### src/logic/dft_pkg.sv
package dft_pkg;

  ////////////////////////////////////////////////////////////////////////////////
  // Register indexes; the byte address on the bus is four times the index.
  localparam logic [5:0] DFT_IDX_HDISP = 6'h04;
  localparam logic [5:0] DFT_IDX_HBLANK = 6'h05;
  localparam logic [5:0] DFT_IDX_VDISP_LO = 6'h08;
  localparam logic [5:0] DFT_IDX_VDISP_HI = 6'h09;
  localparam logic [5:0] DFT_IDX_VBLANK = 6'h0A;
  localparam logic [5:0] DFT_IDX_LOFS_LO = 6'h16;
  localparam logic [5:0] DFT_IDX_LOFS_HI = 6'h17;
  localparam logic [5:0] DFT_IDX_HFB_CTL = 6'h1B;
  localparam logic [5:0] DFT_IDX_PERF = 6'h22;
  localparam logic [5:0] DFT_IDX_CTRL = 6'h30;
  localparam logic [5:0] DFT_IDX_STAT = 6'h31;

  ////////////////////////////////////////////////////////////////////////////////
  // Field positions and widths.
  localparam int DFT_HDISP_W = 7;
  localparam int DFT_HBLANK_W = 5;
  localparam int DFT_VDISP_HI_W = 2;
  localparam int DFT_VBLANK_W = 6;
  localparam int DFT_HFB_DIS_BIT = 0;
  localparam int DFT_CTRL_EN_BIT = 0;
  localparam int DFT_CTRL_MONO_BIT = 1;
  localparam int DFT_CTRL_DIV_LSB = 2;
  localparam int DFT_STAT_ACT_BIT = 15;
  localparam int DFT_STAT_FRM_LSB = 16;

  ////////////////////////////////////////////////////////////////////////////////
  // Reset values and fixed sizes.
  localparam logic [7:0] DFT_REG_RESET = 8'h00;
  localparam logic [7:0] DFT_CTRL_RESET = 8'h00;
  localparam logic [21:0] DFT_MEM_BYTES = 22'h200000;
  localparam logic [10:0] DFT_CNT_ONE = 11'h001;

  typedef logic [10:0] dft_cnt_t;

  // Horizontal period: eight pixel clocks per unit, one more unit than programmed.
  function automatic dft_cnt_t dft_hper(input logic [6:0] field);
    dft_hper = ({4'h0, field} + DFT_CNT_ONE) << 3;
  endfunction

  // Vertical period: one more line than programmed.
  function automatic dft_cnt_t dft_vper(input logic [9:0] field);
    dft_vper = {1'b0, field} + DFT_CNT_ONE;
  endfunction

endpackage

### src/logic/dft_scan.sv
module dft_scan
  import dft_pkg::*;
(
  // Clock and reset.
  input wire logic clk_i,
  input wire logic rst_n_i,
  // Configuration.
  input wire logic en_i,
  input wire logic tick_i,
  input wire logic [6:0] hd_i,
  input wire logic [4:0] hb_i,
  input wire logic [9:0] vd_i,
  input wire logic [5:0] vb_i,
  // Scan state.
  output dft_pkg::dft_cnt_t h_o,
  output dft_pkg::dft_cnt_t v_o,
  output logic active_o,
  output logic line_end_o,
  output logic frame_end_o
);
  import dft_pkg::*;

  dft_cnt_t h_q, h_d, v_q, v_d, horiz_display_period, vert_display_period, htot, vtot;
  logic act_q, act_d, le_q, le_d, fe_q, fe_d, h_end, v_end;

  ////////////////////////////////////////////////////////////////////////////////
  // vertical display lines.
  assign vert_display_period = dft_vper(vd_i);
  assign vtot = vert_display_period + dft_vper({4'h0, vb_i});
  assign horiz_display_period = dft_hper(hd_i);
  assign htot = horiz_display_period + dft_hper({2'b00, hb_i});
  // Using >= lets a shrunk period recover at once instead of running to overflow.
  assign h_end = h_q >= (htot - DFT_CNT_ONE);
  assign v_end = v_q >= (vtot - DFT_CNT_ONE);

  always_comb begin
    h_d = h_q;
    v_d = v_q;
    le_d = 1'b0;
    fe_d = 1'b0;
    if (!en_i) begin
      h_d = '0;
      v_d = '0;
    end else if (tick_i) begin
      if (h_end) begin
        h_d = '0;
        le_d = 1'b1;
        // frame is total width times total lines.
        if (v_end) begin
          v_d = '0;
          fe_d = 1'b1;
        end else begin
          v_d = v_q + DFT_CNT_ONE;
        end
      end else begin
        h_d = h_q + DFT_CNT_ONE;
      end
    end
    act_d = en_i && (h_d < horiz_display_period) && (v_d < vert_display_period);
  end

  always_ff @(posedge clk_i or negedge rst_n_i) begin
    if (!rst_n_i) begin
      h_q <= '0;
      v_q <= '0;
      act_q <= 1'b0;
      le_q <= 1'b0;
      fe_q <= 1'b0;
    end else begin
      h_q <= h_d;
      v_q <= v_d;
      act_q <= act_d;
      le_q <= le_d;
      fe_q <= fe_d;
    end
  end

  assign h_o = h_q;
  assign v_o = v_q;
  assign active_o = act_q;
  assign line_end_o = le_q;
  assign frame_end_o = fe_q;
endmodule

### src/logic/dft_top.sv
// Operation
// - Vertical display lines equal one plus ten-bit high/low vertical value.
// - Vertical blank lines equal one plus six-bit blank field.
// - Horizontal display lasts eight pixel clocks times one plus seven-bit field.
// - Horizontal blank lasts eight pixel clocks times one plus five-bit field.
// - Frame lasts total line width times total line count in pixel clocks.
// - Bit zero of half-frame control disables the half-frame buffer.
// - Half-frame buffer sits at the top of physical memory.
module dft_top
  import dft_pkg::*;
#(
  parameter logic [21:0] MEM_BYTES = dft_pkg::DFT_MEM_BYTES
) (
  // Clock and reset.
  input wire logic CORE_CLK_I,
  input wire logic RESET_N_I,
  // Avalon-MM register slave.
  input wire logic [7:0] ADDRESS_I,
  input wire logic READ_I,
  input wire logic WRITE_I,
  input wire logic [31:0] WRITEDATA_I,
  input wire logic [3:0] BYTEENABLE_I,
  output logic [31:0] READDATA_O,
  output logic WAITREQUEST_O,
  // Display timing.
  output logic PIXEL_TICK_O,
  output logic DISPLAY_ACTIVE_O,
  output logic LINE_END_O,
  output logic FRAME_END_O,
  output dft_pkg::dft_cnt_t H_COUNT_O,
  output dft_pkg::dft_cnt_t V_COUNT_O,
  // Memory layout and settings for the fetch logic.
  output logic HFB_DISABLE_O,
  output logic [21:0] HFB_BASE_O,
  output logic [15:0] LINE_OFFSET_O,
  output logic [7:0] PERF_CFG_O
);
  import dft_pkg::*;

  ////////////////////////////////////////////////////////////////////////////////
  // Register state.
  logic [7:0] hdisp_q, hdisp_d, hblank_q, hblank_d;
  logic [7:0] vlo_q, vlo_d, vhi_q, vhi_d, vblank_q, vblank_d;
  logic [7:0] lofs_lo_q, lofs_lo_d, lofs_hi_q, lofs_hi_d;
  logic [7:0] hfb_q, hfb_d, perf_q, perf_d, ctrl_q, ctrl_d;
  logic ack_q, ack_d;
  logic [31:0] rdata_q, rdata_d;
  logic req, wr_go;
  logic [5:0] idx;

  // Timing state.
  logic [1:0] div_q, div_d, div_sel;
  logic pix_tick, scan_en, mono;
  logic [7:0] frm_q, frm_d;
  logic [21:0] area, hfb_size, base_q, base_d;
  logic [31:0] status;
  dft_cnt_t h_cnt, v_cnt, hdp_w, vdp_w;
  logic active, line_end, frame_end;

  assign req = READ_I || WRITE_I;
  assign idx = ADDRESS_I[7:2];
  // One wait state: the first cycle of every request is held off, the second answers.
  assign WAITREQUEST_O = req && !ack_q;
  assign wr_go = WRITE_I && ack_q && BYTEENABLE_I[0];
  assign ack_d = req && !ack_q;

  ////////////////////////////////////////////////////////////////////////////////
  // Register writes; only byte lane 0 carries data, upper lanes are ignored.
  always_comb begin
    hdisp_d = hdisp_q;
    hblank_d = hblank_q;
    vlo_d = vlo_q;
    vhi_d = vhi_q;
    vblank_d = vblank_q;
    lofs_lo_d = lofs_lo_q;
    lofs_hi_d = lofs_hi_q;
    hfb_d = hfb_q;
    perf_d = perf_q;
    ctrl_d = ctrl_q;
    if (wr_go) begin
      case (idx)
        DFT_IDX_HDISP: begin
          hdisp_d = WRITEDATA_I[7:0];
        end
        DFT_IDX_HBLANK: begin
          hblank_d = WRITEDATA_I[7:0];
        end
        DFT_IDX_VDISP_LO: begin
          vlo_d = WRITEDATA_I[7:0];
        end
        DFT_IDX_VDISP_HI: begin
          vhi_d = WRITEDATA_I[7:0];
        end
        DFT_IDX_VBLANK: begin
          vblank_d = WRITEDATA_I[7:0];
        end
        DFT_IDX_LOFS_LO: begin
          lofs_lo_d = WRITEDATA_I[7:0];
        end
        DFT_IDX_LOFS_HI: begin
          lofs_hi_d = WRITEDATA_I[7:0];
        end
        DFT_IDX_HFB_CTL: begin
          hfb_d = WRITEDATA_I[7:0];
        end
        DFT_IDX_PERF: begin
          perf_d = WRITEDATA_I[7:0];
        end
        DFT_IDX_CTRL: begin
          ctrl_d = WRITEDATA_I[7:0];
        end
        default: begin
          ctrl_d = ctrl_q;
        end
      endcase
    end
  end

  ////////////////////////////////////////////////////////////////////////////////
  // Read data is captured in the held-off cycle so it stands when waitrequest drops.
  assign status = {8'h00, frm_q, active, 4'h0, v_cnt};

  always_comb begin
    rdata_d = rdata_q;
    if (READ_I && !ack_q) begin
      case (idx)
        DFT_IDX_HDISP: begin
          rdata_d = {24'h0, hdisp_q};
        end
        DFT_IDX_HBLANK: begin
          rdata_d = {24'h0, hblank_q};
        end
        DFT_IDX_VDISP_LO: begin
          rdata_d = {24'h0, vlo_q};
        end
        DFT_IDX_VDISP_HI: begin
          rdata_d = {24'h0, vhi_q};
        end
        DFT_IDX_VBLANK: begin
          rdata_d = {24'h0, vblank_q};
        end
        DFT_IDX_LOFS_LO: begin
          rdata_d = {24'h0, lofs_lo_q};
        end
        DFT_IDX_LOFS_HI: begin
          rdata_d = {24'h0, lofs_hi_q};
        end
        DFT_IDX_HFB_CTL: begin
          rdata_d = {24'h0, hfb_q};
        end
        DFT_IDX_PERF: begin
          rdata_d = {24'h0, perf_q};
        end
        DFT_IDX_CTRL: begin
          rdata_d = {24'h0, ctrl_q};
        end
        DFT_IDX_STAT: begin
          rdata_d = status;
        end
        default: begin
          rdata_d = 32'h0000_0000;
        end
      endcase
    end
  end

  ////////////////////////////////////////////////////////////////////////////////
  // Pixel clock derived from the core clock, divided by one to four.
  assign div_sel = ctrl_q[DFT_CTRL_DIV_LSB +: 2];
  assign scan_en = ctrl_q[DFT_CTRL_EN_BIT];
  assign mono = ctrl_q[DFT_CTRL_MONO_BIT];
  assign pix_tick = scan_en && (div_q >= div_sel);

  always_comb begin
    div_d = div_q;
    frm_d = frm_q;
    if (!scan_en || pix_tick) begin
      div_d = 2'h0;
    end else begin
      div_d = div_q + 2'h1;
    end
    if (frame_end) begin
      frm_d = frm_q + 8'h01;
    end
  end

  ////////////////////////////////////////////////////////////////////////////////
  // The area product is recomputed every cycle; a long path, but the core clock is slow.
  assign hdp_w = dft_hper(hdisp_q[DFT_HDISP_W-1:0]);
  assign vdp_w = dft_vper({vhi_q[DFT_VDISP_HI_W-1:0], vlo_q});
  assign area = {11'h000, hdp_w} * {11'h000, vdp_w};

  // half-frame buffer off when bit set.
  always_comb begin
    if (hfb_q[DFT_HFB_DIS_BIT]) begin
      hfb_size = 22'h000000;
    end else if (mono) begin
      hfb_size = area >> 4;
    end else begin
      hfb_size = area >> 2;
    end
    base_d = MEM_BYTES - hfb_size;
  end

  always_ff @(posedge CORE_CLK_I or negedge RESET_N_I) begin
    if (!RESET_N_I) begin
      hdisp_q <= DFT_REG_RESET;
      hblank_q <= DFT_REG_RESET;
      vlo_q <= DFT_REG_RESET;
      vhi_q <= DFT_REG_RESET;
      vblank_q <= DFT_REG_RESET;
      lofs_lo_q <= DFT_REG_RESET;
      lofs_hi_q <= DFT_REG_RESET;
      hfb_q <= DFT_REG_RESET;
      perf_q <= DFT_REG_RESET;
      ctrl_q <= DFT_CTRL_RESET;
      ack_q <= 1'b0;
      rdata_q <= 32'h0000_0000;
      div_q <= 2'h0;
      frm_q <= 8'h00;
      base_q <= MEM_BYTES;
    end else begin
      hdisp_q <= hdisp_d;
      hblank_q <= hblank_d;
      vlo_q <= vlo_d;
      vhi_q <= vhi_d;
      vblank_q <= vblank_d;
      lofs_lo_q <= lofs_lo_d;
      lofs_hi_q <= lofs_hi_d;
      hfb_q <= hfb_d;
      perf_q <= perf_d;
      ctrl_q <= ctrl_d;
      ack_q <= ack_d;
      rdata_q <= rdata_d;
      div_q <= div_d;
      frm_q <= frm_d;
      base_q <= base_d;
    end
  end

  ////////////////////////////////////////////////////////////////////////////////
  dft_scan u_scan (
    .clk_i(CORE_CLK_I),
    .rst_n_i(RESET_N_I),
    .en_i(scan_en),
    .tick_i(pix_tick),
    .hd_i(hdisp_q[DFT_HDISP_W-1:0]),
    .hb_i(hblank_q[DFT_HBLANK_W-1:0]),
    .vd_i({vhi_q[DFT_VDISP_HI_W-1:0], vlo_q}),
    .vb_i(vblank_q[DFT_VBLANK_W-1:0]),
    .h_o(h_cnt),
    .v_o(v_cnt),
    .active_o(active),
    .line_end_o(line_end),
    .frame_end_o(frame_end)
  );

  assign READDATA_O = rdata_q;
  assign PIXEL_TICK_O = pix_tick;
  assign DISPLAY_ACTIVE_O = active;
  assign LINE_END_O = line_end;
  assign FRAME_END_O = frame_end;
  assign H_COUNT_O = h_cnt;
  assign V_COUNT_O = v_cnt;
  assign HFB_DISABLE_O = hfb_q[DFT_HFB_DIS_BIT];
  assign HFB_BASE_O = base_q;
  assign LINE_OFFSET_O = {lofs_hi_q, lofs_lo_q};
  assign PERF_CFG_O = perf_q;
endmodule

### config.mk
export PLATFORM = sky130hd
export DESIGN_NAME = dft_top
export DESIGN_NICKNAME = d
export VERILOG_FILES = /design/src/logic/dft_pkg.sv /design/src/logic/dft_scan.sv /design/src/logic/dft_top.sv
export SDC_FILE = /design/constraint.sdc
export NUM_CORES = 1
export LEC_CHECK = 0
export BUFFER_PORTS_ARGS = -buffer_cell sky130_fd_sc_hd__buf_2
export CORE_MARGIN = 4
export CORE_UTILIZATION = 50
export CTS_BUF_LIST = sky130_fd_sc_hd__clkbuf_4 sky130_fd_sc_hd__clkbuf_8 sky130_fd_sc_hd__clkbuf_16
export CTS_CLUSTER_SIZE = 30
export DETAILED_ROUTE_END_ITERATION = 8
export GPL_TIMING_DRIVEN = 0
export PLACE_DENSITY = 0.74
export RECOVER_POWER = 100
export SYNTH_ARGS = -nofsm -noshare
export SYNTH_HDL_FRONTEND = slang
export SYNTH_SLANG_ARGS = --single-unit
### constraint.sdc
create_clock -name CORE_CLK_I -period 11.4 [get_ports CORE_CLK_I]
set_input_delay 1.71 -clock CORE_CLK_I [delete_from_list [all_inputs] [get_ports CORE_CLK_I]]
set_output_delay 1.71 -clock CORE_CLK_I [all_outputs]
set_load 0.01 [all_outputs]
# Word level (Yosys, flattened, before mapping)
# Cells that the tools add are included.
# W data, S select, Z words.
[totals]
word_cells = 89
reg_bits = 170
input_bits = 48
output_inout_bits = 106
[classes]
mux = 18
add_sub_neg = 13
reduce_logical = 21
n_eq_ne = 11
n_lt_le_gt_ge = 5
mul = 1
[ops]
columns = ["operator", "count"]
rows = [
  ["$pmux W24 S11", 1],
  ["$mux W11", 7],
  ["$mux W20", 2],
  ["$add A11 B1 Y11 const B", 2],
  ["$add A11 B11 Y11", 2],
  ["$ge A11 B11 Y1", 2],
  ["$lt A11 B11 Y1", 2],
  ["$sub A11 B1 Y11 const B", 2],
  ["$sub A22 B22 Y22 const A", 1],
  ["$reduce_and A2 Y1", 10],
  ["$mul A8 B11 Y19", 1],
  ["$eq A6 B4 Y1 const B", 3],
  ["$eq A6 B5 Y1 const B", 3],
  ["$eq A6 B6 Y1 const B", 3],
  ["$eq A6 B3 Y1 const B", 2],
  ["$add A10 B1 Y11 const B", 1],
  ["$add A7 B1 Y8 const B", 1],
  ["$add A8 B1 Y8 const B", 1],
  ["$add A6 B1 Y7 const B", 1],
  ["$logic_and A1 B1 Y1", 7],
  ["$mux W1", 7],
  ["$add A5 B1 Y6 const B", 1],
  ["$add A2 B1 Y2 const B", 1],
  ["$ge A2 B2 Y1", 1],
  ["other kinds (3)", 5],
]

# Depth between registers and ports, before layout
# Gate-level depths: netlist (run 1).
[logic_depth]
word_depth = 10
ltp_mapped = 28
depth_no_buf = 27

# Cells and area by module
# A second synthesis (run 1) with hierarchy kept.
[hier_totals]
cells_unflattened = 1297
hier_area_um2 = 12424.4
[modules_own_cells]
columns = ["mod", "n_inst", "area_per_inst_um2", "seq_area_each_um2", "cells_per_inst"]
rows = [
  ["dft_top", 1, 9287.7, 3329.4, 928],
  ["dft_scan", 1, 3136.8, 625.6, 369],
]

# Worst setup path before layout (run 1)
# OpenSTA, ideal clock, no wires.
[synth_path]
path_kind = "register -> register"
start = "reg hdisp_q[2]"
end = "reg base_q[18] (netlist: HFB_BASE_O[18])"
n_path_buf = 2
setup_slack_ns = 5.195
synth_period_minus_slack_ns = 6.205
arrival_ns = 6.082
path_stages_with_launch = 24
cell_sequence = "dfrtp_1 > and3_1 > and3_1 > nand3_1 > clkbuf_1 > or2_2 > fa_1 > fa_1 > inv_1 > fa_1 > inv_1 > fa_1 > inv_1 > ha_1 > buf_6 > a21o_4 > a221oi_4 > xnor2_1 > a22o_1 > a221o_1 > or3_4 > nor3_2 > nand3_2 > xnor2_1"
[synth_via]
elab_chain_cells = 5
[synth_lines]
columns = ["item", "line", "source"]
rows = [
  ["from (decl)", "dft_top.sv:42", "logic [7:0] hdisp_q, hdisp_d, hblank_q, hblank_d;"],
  ["from (signal assigned)", "dft_top.sv:223", "hdisp_q <= hdisp_d;"],
  ["$add A7 B1 Y8", "dft_pkg.sv:41", "dft_hper = ({4'h0, field} + DFT_CNT_ONE) << 3;"],
  ["$mul A8 B11 Y19", "dft_top.sv:191", "assign area = {11'h000, hdp_w} * {11'h000, vdp_w};"],
  ["$mux W20", "dft_top.sv:197", "end else if (mono) begin"],
  ["$mux W20", "dft_top.sv:195", "if (hfb_q[DFT_HFB_DIS_BIT]) begin"],
  ["$sub A22 B22 Y22", "dft_top.sv:202", "base_d = MEM_BYTES - hfb_size;"],
  ["named net base_d[18]", "dft_top.sv:55", "logic [21:0] area, hfb_size, base_q, base_d;"],
  ["to (signal assigned)", "dft_top.sv:237", "base_q <= base_d;"],
  ["to (decl)", "dft_top.sv:55", ""],
]
# The timed path passes the listed nets, and every way through them passes these cells.
# A chain may end at the register's enable or synchronous reset.

# Worst setup path after layout (run 1)
[layout_path]
start = "reg hdisp_q[0]"
end = "reg base_q[18] (netlist: HFB_BASE_O[18])"
# Same word-level chain as after synthesis.

==> run_results.csv, run 1 <==
group,metric,value,unit
synthesis,synthSimpleGateAreaFrac,14.6,%
synthesis,synthAdderAreaFrac,20.6,%
drt,ant_nets,0,
clocking,cts_setup_buffers,0,
synthesis,synthTopCellsByArea,"dfrtp_1, ha_1, fa_1",
status,violations,"max-capacitance violations, max-slew violations",
worst_setup_path,r2r_cells,24,
synthesis,ys.flop_type,"dfrtp_1",
synthesis,muxShareOfSynthArea,8.30,%
worst_setup_path,cp_slowest_cell,"dfrtp_1",
clocking,path_clk_slew,0.07,ns
power_and_ir_drop,vdd_drop_max,0.101,mV
power_and_ir_drop,power_density,113,nW/um^2
global_routing,grt_pass1_vias,9917,
global_routing,antenna_found_initial,0,
hold_path,min_to,"ack_q$_DFF_PN0_",
global_routing,grt-ovfl-total,0,
drt,via_count,10100,
sta,final.period_utilization,67.9,%
clocking,cts_made_buffers,17,
drt,drc,0,
worst_setup_path,critPathKind,"flip-flop to flip-flop",
status,outcome,"finished, violations left",
layout,nets,1621,
clocking,cts_root_buf,"clkbuf_16",
clocking,htreeDepth,4,
layout,layout-drive-gt1-share,11.6,%
synthesis,yosysTopAreaCell,"dfrtp_1",
synthesis,synth_top_family_by_area,"adder cells",
sta,fin_skew,0.0137,ns
synthesis,syn-instance-count,1271,
synthesis,syn_area,12300,um^2
worst_setup_path,path_max_fanout,11,
floorplan,design.core.area,24200,um^2
floorplan,die_w,165,um
synthesis,ys_types,77,
global_routing,grt_usage,24.6,%
floorplan,row_count,57,
sta,fmax,129,MHz
synthesis,ys_ff_latch,158,
layout,mostFrequentLayoutCell,"dfrtp_1",
synthesis,synth-compound-area-share,12.7,%
sta,tightest_slew,2.43,ns
power_and_ir_drop,p_leak,6.68,nW
synthesis,synth-xor-area-share,5.28,%
hold_path,min_from,"ack_q$_DFF_PN0_",
worst_setup_path,slowest_delay,0.66,ns
synthesis,async_flop_share,100,%
drt,dr.pass1.iters,6,
global_routing,grt_pass1_wl,52.8,mm
worst_setup_path,cp_num_buf_inv,6,
worst_setup_path,reg2reg_from,"hdisp_q[0]$_DFFE_PN0P_",
layout,multi_input_area,7560,um^2
clocking,cts_tree,"done",
synthesis,yosysWarnings,0,
synthesis,seq_area_frac_synth,32.2,%
layout,fill_cells,2153,
clocking,clock-sinks,158,
global_routing,grt_max_degree,118,
drt,wl_per_cell,18.5,um
layout,regArea,3960,um^2
worst_setup_path,arrival,8.09,ns
synthesis,synth_top_area_share,32.0,%
place,gp_congestion,0.943,
worst_setup_path,worstPathRequired,11.75,ns
drt,routed_via_density,5.81,
layout,diodes,0,
floorplan,io_pins,154,
worst_setup_path,worst_setup_path_end_kind,"flip-flop",
sta,slew_headroom,-61.9,%
synthesis,synth_edf_count,0,
worst_setup_path,crit_chain,"ha_1 -> nand3_1 -> xor2_1 -> clkbuf_1 -> nor2_1 -> fa_1 -> inv_1 -> fa_1 -> inv_1 -> fa_1 -> inv_1 -> fa_1 -> inv_1 -> ha_1 -> clkbuf_1 -> a21o_4 -> a221oi_1 -> xnor2_1 -> a22o_1 -> a221o_1 -> or3_1 -> nor3_1 -> nand3_2 -> xnor2_1",
drt,wl,32.2,mm
worst_setup_path,crit_path_start_kind,"flip-flop",
sta,period_minus_slack,7.74,ns
synthesis,synth.avg_cell_area,9.66,um^2
layout,final_cell_mix,"dfrtp_1, nor2_1, clkbuf_1",
sta,rsz0062_at_grt,"no",
hold_path,hold_class,"flip-flop to flip-flop",
sta,tns,0,ns
sta,hold_viol,0,
floorplan,dieArea,27100,um^2
sta,setup_ws,3.66,ns
clocking,cts_resized,0,
place,port_buffers,102,
drt,first_iter_violations,857,
clocking,clk_path_buf_depth,2,
hold_path,whs_path_depth,1,
floorplan,start_util,50.6,%
floorplan,dieHeight,165,um
worst_setup_path,startpoint,"hdisp_q[0]$_DFFE_PN0P_",
worst_setup_path,crit_family,"adder cells",
place,dp_slack,4.20,ns
layout,syn_to_final_growth,11.9,%
worst_setup_path,r2r-end,"HFB_BASE_O[18]$_DFF_PN0_",
worst_setup_path,reg2reg_slack,3.66,ns
sta,setup_violations,0,
sta,drv_slew,52,
place,hpwl,24.0,mm
run,drv_cap,3,
clocking,clk_latency,0.45,ns
clocking,ctsHoldBuffers,0,
## sequential cells by signal (all words and copies together), names as in the netlist, 11 cells and up
name        cells
HFB_BASE_O     22
READDATA_O     20
u_scan.h_o     11
u_scan.v_o     11
## cells by family (layout without fill, tap and decap cells)
kind of cell,after synthesis,after routing
DFF,158,158
xor gates and xnor gates,74,74
muxes,91,91
and+or+nand+nor,364,364
buffers and inverters,189,324
other,1,12
adders and majority gates,169,169
AOI/OAI and AO/OA,225,225
## cells in the mapped netlist, types with 6 or more instances
| master | number |
|---|---|
| o21ai_0 | 36 |
| buf_1 | 10 |
| nor4_1 | 8 |
| nor3_1 | 13 |
| o21bai_1 | 9 |
| nand4_1 | 15 |
| a211oi_1 | 12 |
| nor2b_1 | 9 |
| buf_4 | 12 |
| nor2_1 | 134 |
| a22oi_1 | 28 |
| a21o_1 | 23 |
| inv_1 | 131 |
| nand2b_1 | 19 |
| nand2_1 | 66 |
| clkbuf_1 | 33 |
| and3_1 | 13 |
| a22o_1 | 14 |
| or2_2 | 20 |
| ha_1 | 113 |
| nor3b_1 | 6 |
| fa_1 | 56 |
| a21oi_1 | 50 |
| xor2_1 | 30 |
| dfrtp_1 | 157 |
| mux2_2 | 87 |
| xnor2_1 | 44 |
| and2_1 | 7 |
| nand3_1 | 31 |
## layer usage
layer / wire [um] / vias to the layer above / GRT usage, % / part of all wire, %
li1: - / 4644 / - / -
met1: 14600 / 4996 / 35.7 / 45
met2: 14700 / 425 / 38.2 / 46
met3: 2330 / 50 / 4.94 / 7.2
met4: 533 / 0 / 5.94 / 1.7
met5: 0 / - / 0 / 0
## report_power, final
group | total, mW | switching, mW | leakage (nW) | internal [mW]
clock | 0.641 | 0.281 | 0.311 | 0.360
combinational | 0.295 | 0.178 | 4.20 | 0.116
sequential | 0.611 | 0.0216 | 2.17 | 0.589
## how the worst max path moves through the flow
| stage | slack (ns) | depth (start not counted) | end |
|---|---|---|---|
| final | 3.66 | 24 | HFB_BASE_O[18]$_DFF_PN0_ |
| after global routing | 3.18 | 24 | HFB_BASE_O[18]$_DFF_PN0_ |
| after CTS | 4.16 | 23 | HFB_BASE_O[14]$_DFF_PN0_ |
| after detailed placement | 4.20 | 23 | HFB_BASE_O[14]$_DFF_PN0_ |
| after global placement | 4.19 | 23 | HFB_BASE_O[14]$_DFF_PN0_ |
| after floorplan | 5.20 | 23 | HFB_BASE_O[18]$_DFF_PN0_ |
## layout make-up
cell class / count / area share, %
sequential: 158 / 28.8
buffer: 58 / 1.93
tap: 324 / 2.95
inverter: 131 / 3.58
clock buffer: 18 / 3.20
timing repair buffer: 103 / 3.02
clock inverter: 14 / 1.47
multi-input combinational: 935 / 55.1
## through the flow
stage / cells / utilization, % / cell area, um^2 / hold WS [ns] / power (mW)
3_3_place_gp: 1708 / 54.6 / 13200 / 0.449 / 0.909
6_report: 1741 / 56.7 / 13700 / 0.478 / 1.55
3_5_place_dp: 1709 / 54.8 / 13300 / 0.465 / 0.921
2_1_floorplan: 1282 / - / 12300 / 0.446 / 0.825
5_1_grt: 1741 / 56.7 / 13700 / 0.511 / 1.62
4_1_cts: 1741 / 57.4 / 13900 / 0.474 / 1.56
Note: power is estimated with default switching activity, not from simulation.
==> run 2: changes to the inputs <==
--- a/config.mk
+++ b/config.mk
@@ -12,7 +12,7 @@
 export CTS_CLUSTER_SIZE = 30
 export DETAILED_ROUTE_END_ITERATION = 8
 export GPL_TIMING_DRIVEN = 0
-export PLACE_DENSITY = 0.74
+export PLACE_DENSITY = 0.77
 export RECOVER_POWER = 100
 export SYNTH_ARGS = -nofsm -noshare
 export SYNTH_HDL_FRONTEND = slang
==> constraint.sdc (replaced) <==
create_clock -name CORE_CLK_I -period 6.8 [get_ports CORE_CLK_I]
set_input_delay 1.02 -clock CORE_CLK_I [delete_from_list [all_inputs] [get_ports CORE_CLK_I]]
set_output_delay 1.02 -clock CORE_CLK_I [all_outputs]
set_load 0.01 [all_outputs]
==> run_results.csv, run 2 (same netlist as run 1, synthesis figures left out) <==
group,metric,value,unit
status,outcome,"finished, violations left",
status,violations,"max-capacitance violations, max-slew violations",
global_routing,grt_pass1_wl,53.7,mm
sta,hold_viol,0,
hold_path,hold_class,"flip-flop to flip-flop",
layout,nets,1629,
floorplan,design.core.area,24200,um^2
floorplan,dieHeight,165,um
drt,wl,33.1,mm
power_and_ir_drop,power_density,183,nW/um^2
worst_setup_path,r2r_cells,23,
floorplan,dieArea,27100,um^2
clocking,path_clk_slew,0.07,ns
place,dpl-instance-area,13300,um^2
worst_setup_path,arrival,6.92,ns
global_routing,grt_util_met2,39.3,%
clocking,cts_made_buffers,17,
drt,wl_per_cell,18.9,um
floorplan,die_w,165,um
worst_setup_path,critPathKind,"flip-flop to flip-flop",
layout,diodes,0,
layout,largest_register_ffs,22,
global_routing,grt_usage,24.9,%
global_routing,grt_busiest_layer,"met2",
worst_setup_path,path_max_fanout,10,
drt,via_count,10300,
place,dp_slack,-0.450,ns
worst_setup_path,cp-endpoint,"HFB_BASE_O[18]$_DFF_PN0_",
global_routing,antenna_found_initial,0,
floorplan,row_count,57,
place,hpwl,24.0,mm
worst_setup_path,worst_setup_path_end_kind,"flip-flop",
floorplan,start_util,50.6,%
drt,routed_via_density,5.88,
clocking,clk_latency,0.44,ns
drt,first_iter_violations,1015,
layout,layout-drive-gt1-share,15.7,%
drt,dr.pass1.iters,5,
place,port_buffers,102,
worst_setup_path,crit_top_cell,"fa_1",
hold_path,whs_path_depth,2,
worst_setup_path,reg2reg_slack,0.20,ns
worst_setup_path,crit_path_start_kind,"flip-flop",
layout,final_cell_area,14100,um^2
worst_setup_path,crit_chain,"and3_1 -> and3_4 -> nand3_2 -> buf_4 -> or2_2 -> fa_1 -> fa_1 -> inv_1 -> fa_1 -> inv_1 -> fa_1 -> inv_1 -> ha_1 -> buf_6 -> a21o_4 -> a221oi_4 -> xnor2_1 -> a22o_1 -> a221o_1 -> or3_4 -> nor3_4 -> nand3_2 -> xnor2_1",
clocking,clk_path_buf_depth,2,
hold_path,min_from,"READDATA_O[0]$_DFFE_PN0P_",
drt,ant_nets,0,
drt,drc,0,
worst_setup_path,cp_slowest_cell,"fa_1",
global_routing,grt-ovfl-total,0,
clocking,clock-sinks,158,
worst_setup_path,worstPathRequired,7.12,ns
power_and_ir_drop,p_leak,6.78,nW
layout,syn_to_final_growth,15.0,%
worst_setup_path,reg2reg_from,"hdisp_q[3]$_DFFE_PN0P_",
clocking,cts_root_buf,"clkbuf_16",
worst_setup_path,r2r-end,"HFB_BASE_O[18]$_DFF_PN0_",
clocking,htreeDepth,4,
layout,final_cell_mix,"dfrtp_1, nor2_1, inv_1",
worst_setup_path,cp_num_buf_inv,5,
global_routing,grt_max_degree,112,
worst_setup_path,crit_family,"adder cells",
worst_setup_path,startpoint,"hdisp_q[3]$_DFFE_PN0P_",
sta,setup_ws,0.196,ns
sta,fin_skew,0.0119,ns
worst_setup_path,cp.depth,23,
sta,tightest_slew,2.74,ns
clocking,ctsHoldBuffers,0,
global_routing,grt_use_met3,3.97,%
sta,drv_slew,181,
global_routing,grt_pass1_vias,10200,
sta,period_minus_slack,6.60,ns
floorplan,io_pins,154,
worst_setup_path,slowest_delay,0.55,ns
place,gp_congestion,0.926,
layout,mostFrequentLayoutCell,"dfrtp_1",
run,drv_cap,4,
sta,final.period_utilization,97.1,%
sta,setup_violations,0,
global_routing,use_met1,35.1,%
sta,slew_headroom,-82.7,%
power_and_ir_drop,vdd_drop_max,0.178,mV
sta,whs,0.483,ns
sta,fmax,151,MHz
clocking,cts_tree,"done",
-- run 2: repair_timing --
item | 4_1_cts | 5_1_grt
pin swaps | 1 | 4
resized for setup | 17 | 58
setup endpoints to repair | 12 | 12
buffers inserted | 2 | 7
-- run 2: worst min path at each step --
stage,end
floorplan,frm_q[7]$_DFFE_PN0P_
global placement,ack_q$_DFF_PN0_
detailed placement,READDATA_O[0]$_DFFE_PN0P_
CTS,READDATA_O[0]$_DFFE_PN0P_
global route,div_q[0]$_DFF_PN0_
finish,READDATA_O[0]$_DFFE_PN0P_
-- run 2: cell type report --
class / count / area, um^2
fillers: 2059 / 10100
multi-input cells: 935 / 7890
flip-flops and latches: 158 / 3960
inverters: 131 / 492
repair buffers: 112 / 460
clock buffers: 17 / 425
well taps: 324 / 405
plain buffers: 57 / 295
clock inverters: 15 / 195
-- run 2: through the flow --
| step | cells | setup TNS [ns] | total power, mW | utilization, % |
|---|---|---|---|---|
| 2_1_floorplan | 1282 | 0 | 1.38 | - |
| 3_3_place_gp | 1708 | -2.28 | 1.52 | 54.6 |
| 3_5_place_dp | 1709 | -3.13 | 1.55 | 54.8 |
| 4_1_cts | 1743 | 0 | 2.59 | 57.8 |
| 5_1_grt | 1749 | -0.0600 | 2.71 | 58.3 |
| 6_report | 1749 | 0 | 2.59 | 58.3 |
-- run 2: report_power, final --
part	leakage, nW	switching (mW)	internal, mW
clock network	0.300	0.474	0.563
registers	2.17	0.0381	0.988
logic	4.31	0.312	0.212
total	6.78	0.824	1.76
-- run 2: metal layers --
| layer | vias up | share of wire [%] |
|---|---|---|
| met5 | - | 0 |
| met1 | 5084 | 43 |
| met3 | 72 | 7.9 |
| met2 | 463 | 47 |
| li1 | 4657 | - |
| met4 | 0 | 2.6 |
-- run 2: worst min-delay path, stage by stage (launching register included) --
cell     delay [ns]
dfrtp_1        0.34
nand2_1        0.04
o21ai_0        0.06
==> run 3: changes to the inputs <==
--- a/config.mk
+++ b/config.mk
@@ -6,13 +6,16 @@
 export NUM_CORES = 1
 export LEC_CHECK = 0
 export BUFFER_PORTS_ARGS = -buffer_cell sky130_fd_sc_hd__buf_2
+export CELL_PAD_IN_SITES_DETAIL_PLACEMENT = 1
+export CELL_PAD_IN_SITES_GLOBAL_PLACEMENT = 2
 export CORE_MARGIN = 4
-export CORE_UTILIZATION = 50
+export CORE_UTILIZATION = 34
 export CTS_BUF_LIST = sky130_fd_sc_hd__clkbuf_4 sky130_fd_sc_hd__clkbuf_8 sky130_fd_sc_hd__clkbuf_16
 export CTS_CLUSTER_SIZE = 30
 export DETAILED_ROUTE_END_ITERATION = 8
 export GPL_TIMING_DRIVEN = 0
-export PLACE_DENSITY = 0.77
+export MAX_ROUTING_LAYER = met4
+export PLACE_DENSITY = 0.82
 export RECOVER_POWER = 100
 export SYNTH_ARGS = -nofsm -noshare
 export SYNTH_HDL_FRONTEND = slang
==> run_results.csv, run 3 (same netlist as run 1, synthesis figures left out) <==
group,metric,value,unit
status,outcome,"finished, violations left",
status,violations,"max-capacitance violations, max-slew violations",
layout,fin_cells,1893,
worst_setup_path,arrival,6.97,ns
clocking,clk_path_buf_depth,2,
clocking,cts_made_buffers,17,
layout,final_core_util,40.3,%
sta,drv_slew,171,
worst_setup_path,worstPathRequired,7.18,ns
clocking,path_clk_slew,0.08,ns
hold_path,whs_path_depth,1,
global_routing,grt_busiest_layer,"met2",
worst_setup_path,crit_top_cell,"fa_1",
place,port_buffers,102,
drt,dr.pass1.iters,5,
worst_setup_path,worst_setup_path_end_kind,"flip-flop",
layout,syn_to_final_growth,16.8,%
hold_path,min_to,"ack_q$_DFF_PN0_",
worst_setup_path,reg2reg_slack,0.21,ns
worst_setup_path,r2r_cells,23,
layout,largest_register_ffs,22,
worst_setup_path,r2r-end,"HFB_BASE_O[16]$_DFF_PN0_",
power_and_ir_drop,p_clk_share,38.8,%
power_and_ir_drop,vdd_drop_max,0.191,mV
floorplan,dieHeight,198,um
drt,first_iter_violations,443,
global_routing,grt_use_met3,2.65,%
global_routing,antenna_found_initial,0,
layout,layout-drive-gt1-share,16.2,%
power_and_ir_drop,swShare,32.6,%
drt,wl,36.8,mm
global_routing,grt_pass1_wl,58.7,mm
floorplan,start_util,34.5,%
sta,setup_ws,0.213,ns
hold_path,min_from,"ack_q$_DFF_PN0_",
layout,mostFrequentLayoutCell,"dfrtp_1",
floorplan,die_w,198,um
place,numPlacedInstances,1847,
run,drv_cap,4,
power_and_ir_drop,pwr-share-comb,21.2,%
hold_path,hold_class,"flip-flop to flip-flop",
clocking,clock-sinks,158,
floorplan,design.core.area,35600,um^2
worst_setup_path,critPathKind,"flip-flop to flip-flop",
worst_setup_path,cp_slowest_cell,"fa_1",
clocking,cts_tree,"done",
sta,hold_viol,0,
sta,period_minus_slack,6.59,ns
sta,slew_headroom,-101,%
sta,fin_skew,0.0110,ns
clocking,clk_latency,0.46,ns
sta,fmax,152,MHz
power_and_ir_drop,pwr-share-seq,40.0,%
power_and_ir_drop,power_density,179,nW/um^2
global_routing,grt_usage,19.5,%
place,hpwl,27.9,mm
floorplan,dieArea,39200,um^2
sta,tightest_slew,3.02,ns
power_and_ir_drop,power,2.57,mW
global_routing,grt-ovfl-total,0,
drt,routed_via_density,5.29,
layout,final_cell_area,14300,um^2
sta,tns,0,ns
drt,drc,0,
place,gp_congestion,0.834,
sta,whs,0.475,ns
floorplan,row_count,69,
global_routing,grt_max_degree,121,
global_routing,grt_util_met2,31.3,%
global_routing,grt_pass1_vias,10700,
drt,ant_nets,0,
place,dp_slack,-0.842,ns
layout,diodes,0,
sta,setup_violations,0,
place,dpl-instance-area,13500,um^2
worst_setup_path,crit_path_start_kind,"flip-flop",
clocking,cts_root_buf,"clkbuf_16",
worst_setup_path,crit_chain,"and3_4 -> and3_1 -> nand3_2 -> buf_6 -> or2_2 -> fa_1 -> fa_1 -> inv_1 -> fa_1 -> inv_1 -> fa_1 -> inv_1 -> ha_1 -> buf_6 -> a21o_4 -> a221oi_4 -> xnor2_2 -> a22o_1 -> a221o_1 -> or3_4 -> nor3_4 -> buf_4 -> xor2_1",
power_and_ir_drop,p_leak,6.81,nW
power_and_ir_drop,p_int,1.73,mW
drt,via_count,10000,
drt,wl_per_cell,19.4,um
layout,final_cell_mix,"dfrtp_1, inv_1, nor2_1",
layout,nets,1636,
worst_setup_path,reg2reg_from,"hdisp_q[4]$_DFFE_PN0P_",
power_and_ir_drop,switching_power,0.839,mW
global_routing,use_met1,26.8,%
floorplan,io_pins,154,
sta,final.period_utilization,96.9,%
clocking,htreeDepth,4,
clocking,ctsHoldBuffers,0,
worst_setup_path,slowest_delay,0.55,ns
worst_setup_path,path_max_fanout,10,
run 3: cell types whose count changed in the layout (fill, tap and decap cells not counted), sizes merged:
cell    delta
buf        +5
bufinv     -1
clkbuf     +2
inv        +1
run 3: repair_timing:
action / in CTS / in global routing
pin swaps: 1 / 9
buffers inserted: 3 / 12
resized for setup: 30 / 41
setup endpoints to repair: 13 / 11
run 3: layout make-up:
| class | instances | area, um^2 |
|---|---|---|
| plain buffers | 57 | 298 |
| clock buffers | 17 | 425 |
| clock inverters | 15 | 173 |
| fillers | 4120 | 21200 |
| inverters | 131 | 492 |
| multi-input cells | 935 | 7890 |
| flip-flops and latches | 158 | 3960 |
| well taps | 461 | 577 |
| repair buffers | 119 | 522 |
run 3: how the worst max path moves through the flow:
stage,from,to
5_1_grt,hdisp_q[0]$_DFFE_PN0P_,HFB_BASE_O[16]$_DFF_PN0_
3_5_place_dp,vlo_q[0]$_DFFE_PN0P_,u_scan.active_o$_DFF_PN0_
2_1_floorplan,hdisp_q[2]$_DFFE_PN0P_,HFB_BASE_O[18]$_DFF_PN0_
3_3_place_gp,vlo_q[0]$_DFFE_PN0P_,u_scan.active_o$_DFF_PN0_
4_1_cts,vlo_q[0]$_DFFE_PN0P_,u_scan.active_o$_DFF_PN0_
6_report,hdisp_q[4]$_DFFE_PN0P_,HFB_BASE_O[16]$_DFF_PN0_
run 3: worst max-delay path, delay by kind of cell (launching register included):
family          cells  cell delay, ns
fa+ha+maj           5            2.44
simple gates        6            1.51
compound gates      4            1.24
buf+inv             6            0.65
flops               1            0.42
xor+xnor            2            0.24
run 3: layer usage:
metal / up-vias / wire length [um] / part of all wire [%]
li1: 4665 / - / -
met1: 5142 / 17700 / 48
met2: 183 / 17300 / 47
met3: 26 / 1370 / 3.7
met4: 0 / 364 / 0.99
met5: - / 0 / 0
run 3: power groups by stage:
stage,sequential [mW],clock (mW),combinational [mW]
3_3_place_gp,1.04,0,0.507
3_5_place_dp,1.04,0,0.526
5_1_grt,1.03,1.05,0.612
4_1_cts,1.03,1.02,0.540
6_report,1.03,0.997,0.545
2_1_floorplan,1.05,0,0.336
